[src/core/pulse_consts.vh]
// Constants for the active-power pulse output timing block.
// Assumes all counts are in master-clock periods, which equal ref_clk cycles.
`ifndef PULSE_CONSTS_VH
`define PULSE_CONSTS_VH

// Low time of each counter-drive pulse, in master-clock periods.
`define COUNTER_PULSE_WIDTH_CYCLES     32'h000F0538
// Low time of each calibration pulse, in master-clock periods.
`define CALIBRATION_PULSE_WIDTH_CYCLES 32'h0004EA70
// Fixed calibration pulse width in the short-pulse select code.
`define CAL_FIXED_WIDTH_CYCLES         32'h00000040
// Select code {top, mid, low} that chooses the fixed calibration pulse.
`define CAL_FIXED_SELECT_CODE          3'h3
// Least spacing between the falling edges of the two counter outputs.
`define COUNTER_MIN_SEPARATION_CYCLES  3'h4
// Host-side serial entry code window limits, in master-clock periods.
`define ENTRY_CODE_WINDOW_CYCLES       4'h8
`define ENTRY_CODE_WINDOW_START_CYCLES 4'h1
// Energy per counter event at the highest frequency constant.
`define COUNTER_BASE_THRESHOLD         32'h00100000
// Calibration events come this many doublings faster than counter events.
`define CAL_SHIFT_SLOW                 3'h5
`define CAL_SHIFT_FAST                 3'h7

`endif

[src/core/energy_pulse_output_timing.v]
// Pulse timing for the two counter-drive outputs and the calibration output.
// Assumes signed power samples arrive on ref_clk from the multiplier path,
// while the master-clear and frequency-select inputs come straight from pins.
//
// Summary of operation
// Counter pulses low for 984376 clock periods.
// Fast counter pulses: low width is half period.
// Calibration pulses low for 322160 clock periods.
// Fast calibration pulses: width is half period.
// Select code 0,1,1 fixes calibration width 64.
// Counter outputs alternate, half period apart.
// Counter falling edges at least four periods apart.
// Host ends entry code within eight periods.
// Host starts entry code after one period.
// Low master clear resets all registers; the pin synchronisers are reset only by rst_n.
// Outside serial mode, pins are frequency selects.
// Periods follow averaged power times frequency constants.
`timescale 1ns/100ps
`default_nettype none
`include "pulse_consts.vh"

module energy_pulse_output_timing #(
  parameter [31:0] COUNTER_WIDTH     = `COUNTER_PULSE_WIDTH_CYCLES,
  parameter [31:0] CALIBRATION_WIDTH = `CALIBRATION_PULSE_WIDTH_CYCLES
) (
  input  wire        ref_clk,             // Master clock, 125 MHz.
  input  wire        rst_n,               // Synchronous reset, active low.
  input  wire        master_clear_n,      // Master clear pin, active low.
  input  wire        freq_select_top,     // Frequency select pin, top bit.
  input  wire        freq_select_mid,     // Frequency select pin, middle bit.
  input  wire        freq_select_low,     // Frequency select pin, low bit.
  input  wire        serialMode,          // Pins serve the serial port.
  input  wire        powerValid,          // Power sample strobe.
  input  wire [19:0] powerSample,         // Averaged power, two's complement.
  output wire        counter_drive_a_n,   // Counter drive A, active low.
  output wire        counter_drive_b_n,   // Counter drive B, active low.
  output wire        calibration_pulse_out_n, // Calibration output, active low.
  output reg         negative_power_flag  // Power is negative.
);

  // Pin synchronisers: the first stage feeds only the second.
  reg        clearMeta_q;
  reg        clearSync_q;
  reg  [2:0] selectMeta_q;
  reg  [2:0] selectSync_q;
  reg  [2:0] selectHeld_q;

  reg  [31:0] ctrAcc_q;
  reg  [31:0] calAcc_q;
  reg         ctrPending_q;
  reg  [2:0]  sepCnt_q;
  reg         driveSel_q;
  reg         fireA_q;
  reg         fireB_q;
  reg         fireCal_q;
  reg  [31:0] ctrAcc_d;
  reg  [31:0] calAcc_d;
  reg         ctrPending_d;
  reg  [2:0]  sepCnt_d;
  reg         driveSel_d;
  reg         fireA_d;
  reg         fireB_d;

  wire        clear;
  wire [19:0] powerMag;
  wire [31:0] magWide;
  wire [31:0] ctrThresh;
  wire [31:0] calThresh;
  wire [2:0]  calShift;
  wire [31:0] ctrSum;
  wire [31:0] calSum;
  wire        ctrReach;
  wire        calReach;
  wire        sepOk;
  wire        fixedCal;

  // The pin reset is synchronised, so clear follows the pin two clocks late; a short glitch still clears if a clock edge catches it.
  assign clear = !rst_n || !clearSync_q;

  always @(posedge ref_clk) begin
    if (!rst_n) begin
      clearMeta_q  <= 1'b0;
      clearSync_q  <= 1'b0;
      selectMeta_q <= 3'h0;
      selectSync_q <= 3'h0;
    end else begin
      clearMeta_q  <= master_clear_n;
      clearSync_q  <= clearMeta_q;
      selectMeta_q <= {freq_select_top, freq_select_mid, freq_select_low};
      selectSync_q <= selectMeta_q;
    end
  end

  // While the pins carry serial traffic the last select code is kept.
  // On leaving serial mode the synchroniser still holds two cycles of pin traffic,
  // so the code can flick briefly; samples should wait a few cycles after the exit.
  always @(posedge ref_clk) begin
    if (clear) begin
      selectHeld_q <= 3'h0;
    end else if (!serialMode) begin
      selectHeld_q <= selectSync_q;
    end
  end

  // The fixed width ignores the measured period, so a calibration rig sees the
  // same short pulse at any rate.
  assign fixedCal = (selectHeld_q == `CAL_FIXED_SELECT_CODE);

  // Energy thresholds stand in for the frequency constants of the transfer.
  assign powerMag  = powerSample[19] ? (~powerSample + 20'h00001) : powerSample;
  assign magWide   = {12'h000, powerMag};
  assign ctrThresh = `COUNTER_BASE_THRESHOLD << selectHeld_q[1:0];
  assign calShift  = selectHeld_q[2] ? `CAL_SHIFT_FAST : `CAL_SHIFT_SLOW;
  assign calThresh = ctrThresh >> calShift;
  assign ctrSum    = ctrAcc_q + magWide;
  assign calSum    = calAcc_q + magWide;
  assign ctrReach  = powerValid && (ctrSum >= ctrThresh);
  assign calReach  = powerValid && (calSum >= calThresh);
  assign sepOk     = (sepCnt_q >= `COUNTER_MIN_SEPARATION_CYCLES - 3'h1);

  // Only one threshold comes off per sample, so the excess of a large sample
  // carries into later events instead of being dropped.
  always @* begin
    ctrAcc_d = ctrAcc_q;
    calAcc_d = calAcc_q;
    if (powerValid) begin
      ctrAcc_d = ctrReach ? ctrSum - ctrThresh : ctrSum;
      calAcc_d = calReach ? calSum - calThresh : calSum;
    end
  end

  always @(posedge ref_clk) begin
    if (clear) begin
      ctrAcc_q            <= 32'h00000000;
      calAcc_q            <= 32'h00000000;
      negative_power_flag <= 1'b0;
    end else begin
      ctrAcc_q <= ctrAcc_d;
      calAcc_q <= calAcc_d;
      if (powerValid) begin
        negative_power_flag <= powerSample[19];
      end
    end
  end

  // An event waits until the previous falling edge is far enough behind.
  // A burst of events faster than the spacing folds into one pending pulse.
  // The spacing counter stops at its top value, so a long idle gap never
  // wraps round into a false short one.
  always @* begin
    ctrPending_d = ctrPending_q;
    sepCnt_d     = sepCnt_q;
    driveSel_d   = driveSel_q;
    fireA_d      = 1'b0;
    fireB_d      = 1'b0;
    if ((ctrPending_q || ctrReach) && sepOk) begin
      ctrPending_d = 1'b0;
      sepCnt_d     = 3'h0;
      driveSel_d   = !driveSel_q;
      fireA_d      = !driveSel_q;
      fireB_d      = driveSel_q;
    end else begin
      if (ctrReach) begin
        ctrPending_d = 1'b1;
      end
      if (sepCnt_q != 3'h7) begin
        sepCnt_d = sepCnt_q + 3'h1;
      end
    end
  end

  always @(posedge ref_clk) begin
    if (clear) begin
      ctrPending_q <= 1'b0;
      sepCnt_q     <= 3'h7;
      driveSel_q   <= 1'b0;
      fireA_q      <= 1'b0;
      fireB_q      <= 1'b0;
      fireCal_q    <= 1'b0;
    end else begin
      ctrPending_q <= ctrPending_d;
      sepCnt_q     <= sepCnt_d;
      driveSel_q   <= driveSel_d;
      fireA_q      <= fireA_d;
      fireB_q      <= fireB_d;
      fireCal_q    <= calReach;
    end
  end

  // Each output measures its own period, so alternation puts B half a period after A.
  pulse_channel #(
    .FULL_WIDTH  (COUNTER_WIDTH),
    .FIXED_WIDTH (`CAL_FIXED_WIDTH_CYCLES)
  ) driveA (
    .ref_clk    (ref_clk),
    .clear      (clear),
    .fire       (fireA_q),
    .fixedMode  (1'b0),
    .pulseOut_n (counter_drive_a_n)
  );

  pulse_channel #(
    .FULL_WIDTH  (COUNTER_WIDTH),
    .FIXED_WIDTH (`CAL_FIXED_WIDTH_CYCLES)
  ) driveB (
    .ref_clk    (ref_clk),
    .clear      (clear),
    .fire       (fireB_q),
    .fixedMode  (1'b0),
    .pulseOut_n (counter_drive_b_n)
  );

  pulse_channel #(
    .FULL_WIDTH  (CALIBRATION_WIDTH),
    .FIXED_WIDTH (`CAL_FIXED_WIDTH_CYCLES)
  ) calOut (
    .ref_clk    (ref_clk),
    .clear      (clear),
    .fire       (fireCal_q),
    .fixedMode  (fixedCal),
    .pulseOut_n (calibration_pulse_out_n)
  );

endmodule

`default_nettype wire

[src/core/pulse_channel.v]
// One active-low pulse output with a width that shrinks to half the period.
// Assumes fire is a one-cycle pulse on ref_clk and clear is synchronous.
`timescale 1ns/100ps
`default_nettype none

module pulse_channel #(
  parameter [31:0] FULL_WIDTH  = 32'h00000040,
  parameter [31:0] FIXED_WIDTH = 32'h00000040
) (
  input  wire        ref_clk,    // Master clock.
  input  wire        clear,      // Synchronous clear, active high.
  input  wire        fire,       // Start a pulse.
  input  wire        fixedMode,  // Use the fixed width.
  output reg         pulseOut_n  // Pulse output, active low.
);

  reg  [31:0] periodCnt_q;
  reg  [31:0] widthLeft_q;
  wire [31:0] fullTwice;
  wire [31:0] chosenWidth;

  assign fullTwice = {FULL_WIDTH[30:0], 1'b0};

  // Outside fixed mode the last measured period decides the width; a first pulse uses full width.
  assign chosenWidth = fixedMode ? FIXED_WIDTH :
                       (periodCnt_q < fullTwice) ? {1'b0, periodCnt_q[31:1]} :
                       FULL_WIDTH;

  always @(posedge ref_clk) begin
    if (clear) begin
      periodCnt_q <= 32'hFFFFFFFF;
      widthLeft_q <= 32'h00000000;
      pulseOut_n  <= 1'b1;
    end else begin
      if (fire) begin
        periodCnt_q <= 32'h00000001;
      end else if (periodCnt_q != 32'hFFFFFFFF) begin
        periodCnt_q <= periodCnt_q + 32'h00000001;
      end
      if (fire && chosenWidth != 32'h00000000) begin
        widthLeft_q <= chosenWidth - 32'h00000001;
        pulseOut_n  <= 1'b0;
      end else if (widthLeft_q != 32'h00000000) begin
        widthLeft_q <= widthLeft_q - 32'h00000001;
      end else begin
        pulseOut_n  <= 1'b1;
      end
    end
  end

endmodule

`default_nettype wire

[config.mk]
export PLATFORM = sky130hd
export DESIGN_NAME = energy_pulse_output_timing
export DESIGN_NICKNAME = d
export VERILOG_FILES = /design/src/core/energy_pulse_output_timing.v /design/src/core/pulse_channel.v
export VERILOG_INCLUDE_DIRS = /design/src /design/src/core
export SDC_FILE = /design/constraint.sdc
export NUM_CORES = 1
export LEC_CHECK = 0
export BUFFER_PORTS_ARGS = -buffer_cell sky130_fd_sc_hd__buf_2
export CAP_MARGIN = 20
export CORE_ASPECT_RATIO = 1.75
export CORE_MARGIN = 3
export CORE_UTILIZATION = 40
export CTS_BUF_LIST = sky130_fd_sc_hd__clkbuf_4 sky130_fd_sc_hd__clkbuf_8
export CTS_CLUSTER_SIZE = 14
export DETAILED_ROUTE_END_ITERATION = 7
export GPL_ROUTABILITY_DRIVEN = 0
export PLACE_DENSITY = 0.59
export SYNTH_ARGS = -nofsm -noshare
export SYNTH_HDL_FRONTEND = slang
export SYNTH_SLANG_ARGS = --single-unit
[constraint.sdc]
create_clock -name ref_clk -period 8.9 [get_ports ref_clk]
set_input_delay 1.78 -clock ref_clk [delete_from_list [all_inputs] [get_ports ref_clk]]
set_output_delay 1.78 -clock ref_clk [all_outputs]
set_load 0.1 [all_outputs]
==> results.cfg <==
[timing]
fmax_ghz = 0.135
fin_skew_ns = 0.0180
slew-limit-headroom_pct = 25.6
fin_crit_sh_pct = 83.4
rsz0062_at_grt = no
tns_ns = 0
final_max_slew_viol_count = 0
finalCriticalPeriod_ns = 7.42
worst-slew-pin-transition_ns = 1.11
setup-violations-final = 0
final_hold_viol_count = 0

[logic_synthesis]
syn_area_um2 = 18300
synth_mux_area_share_pct = 3.21
synth_cell_types = 96
synth_top_family_by_area = simple AND/OR/NAND/NOR gates
synthArstFlopShare_pct = 0
synth_nets = 2414
synth-compound-area-share_pct = 23.4
synth_area_leaders = dfxtp_1 (31%), xnor2_1 (5.7%), o21ai_0 (5.5%), nor2_1 (4.4%), ha_1 (4.2%)
syn_area_per_cell_um2 = 7.87
synthXorXnorAreaFrac_pct = 9.49
yosysWarnings = 0
synth_top_area_cell = dfxtp_1
synth-main-ff-cell = dfxtp_1
yosys.area_share.simple_pct = 24.8
yosysSeqAreaShare_pct = 30.6
synth_fa_ha_area_share_pct = 4.46
synth_edf_count = 0
synth.top_cell.area_share_pct = 30.6
synth_cells = 2322
synth-seq-cells = 279

[routing]
routed-wl-met2_um = 27200
drt_iter0_markers = 919
viasPerCell = 5.93
via_count = 17100
drc = 0
wl_met1_um = 19700
top_layer_used = met4
wl_um = 50900
wire_per_inst_um = 17.6
ant_nets = 0
route.met3.wl_um = 1670
first_pass_iters = 5

[setup_path]
worst_ep_required_time_ns = 9.33
cp-start-kind = input port
crit_fanout = 12
worstPathArrival_ns = 7.85
worst-setup-path-type = input port to flop
crit_path_end_kind = flop
rrSetupSlack_ns = 3.41
rr_worst_depth = 19

[min_path]
holdPathStages = 1
hold_class = flop to flop

[floorplan]
die_area_um2 = 48400
start_util_pct = 40.5
std_cell_rows = 103
ios = 32
core_um2 = 45100
die_width_um = 168
die_h_um = 289

[place]
hpwl_um = 37100
port_buffers = 31

[finish]
finalNetCount = 2369
drive_gt1_share_pct = 7.75
register_area_um2 = 5590
fillers = 4548
area_growth_syn_to_layout_pct = 7.57
multiInputGateArea_um2 = 12000

[cts]
cts_buffers = 44
cts_tree = yes
postCtsHoldBufs = 0
cts_resized = 0
root_buffer = clkbuf_8
numClockSinks = 279
clk_pin_slew_ns = 0.07
insertion_delay_ns = 0.59
clockBufferDepth = 3
cts_setup_buffers = 0
htreeDepth = 2

[global_routing]
grt_pass1_vias = 16800
grt_usage_pct = 20.3
grt_max_degree = 70
antenna_found_initial = 1
grt_pass1_wl_um = 83500
grt_overflow = 0

[run_status]
run_status = complete, no violations

[flow_run]
max-cap-violations = 0
critical path: stages:
cell	delay, ns
buf_2	0.12
or4_1	0.58
or4_1	0.46
or3_1	0.38
o21ai_0	0.24
xnor2_1	0.20
ha_1	0.36
a21oi_1	0.22
o211ai_1	0.13
a221o_1	0.40
nor4_2	0.46
or2_2	0.28
xnor2_1	0.13
ha_1	0.29
nand3_1	0.10
o221ai_1	0.27
nor2_1	0.34
nand3_1	0.44
a21oi_1	0.57
nor4_1	0.09
cells in the mapped netlist, drive strengths merged, types with 8 or more instances:
master,instances
a211o,13
a211oi,28
a21o,34
a21oi,133
a221oi,9
a22oi,17
a31oi,20
and2,43
and3,46
and4,22
buf,39
clkbuf,100
dfxtp,279
ha,62
inv,42
mux2i,54
nand2,193
nand2b,20
nand3,96
nand4,45
nor2,215
nor3,68
nor3b,9
nor4,35
o2111ai,17
o211ai,24
o21a,15
o21ai,212
o21bai,14
o22ai,16
o31a,8
or2,25
or3,33
or4,13
xnor2,119
xor2,79
flip-flops by register name (all words and copies together) (netlist names), 3 cells and up:
register            cells
driveA.widthLeft_q     32
driveB.periodCnt_q     32
calAcc_q               32
selectSync_q            3
calOut.widthLeft_q     32
sepCnt_q                3
driveA.periodCnt_q     32
calOut.periodCnt_q     32
selectMeta_q            3
selectHeld_q            3
driveB.widthLeft_q     32
ctrAcc_q               32
area by class of cell:
| type | count | area share [%] |
|---|---|---|
| inverter | 42 | 0.802 |
| tap | 577 | 3.67 |
| multi-input combinational | 1862 | 60.9 |
| antenna | 1 | 0.0127 |
| timing repair buffer | 48 | 1.45 |
| clock buffer | 70 | 4.52 |
| clock inverter | 9 | 0.274 |
| sequential | 279 | 28.4 |
kinds of logic after synthesis:
kind of cell,count (synthesis)
flops,279
compound gates,653
fa+ha+maj,64
buf+inv,181
xor+xnor,198
mux,57
simple gates,890
final timing paths:
path                  startpoint           end
setup / recovery  powerSample[9]       fireB_q
hold / removal       clearMeta_q   clearSync_q
setup reg to reg     calAcc_q[0]  calAcc_q[16]
hold reg to reg      clearMeta_q   clearSync_q
layer usage:
metal	track usage (%)	vias up
met1	21.2	8170
met2	39.8	384
met3	2.18	146
met5	0	-
met4	9.87	0
li1	-	8430
cells in the final DEF (no fill, tap or decap), types with 22 or more instances in the layout:
cell type,netlist,routed
a211oi_1,24,24
a21o_1,34,34
a21oi_1,133,133
and2_1,43,42
and3_1,46,46
and4_1,22,22
buf_2,21,30
clkbuf_8,0,58
dfxtp_1,279,279
ha_1,62,62
inv_1,42,42
mux2i_1,53,53
nand2_1,193,192
nand3_1,95,95
nand4_1,45,45
nor2_1,215,215
nor3_1,67,67
nor4_1,34,34
o211ai_1,24,24
o21ai_0,200,199
or3_1,31,31
xnor2_1,119,119
xor2_1,79,79
stage by stage:
| step | util (%) | worst slack, ns | area, um^2 | std cells | hold slack, ns |
|---|---|---|---|---|---|
| 2_1_floorplan | - | 1.89 | 18300 | 2322 | 0.412 |
| 3_3_place_gp | 41.5 | 1.18 | 18700 | 2807 | 0.413 |
| 3_5_place_dp | 41.5 | 0.993 | 18700 | 2807 | 0.423 |
| 4_1_cts | 43.6 | 1.58 | 19600 | 2886 | 0.437 |
| 5_1_grt | 43.6 | 1.00 | 19700 | 2888 | 0.452 |
| 6_report | 43.6 | 1.48 | 19700 | 2888 | 0.437 |
Power is left out: the tool's default activity adds up to more than one toggle a clock period on the data nets, which glitch-free logic cannot reach.
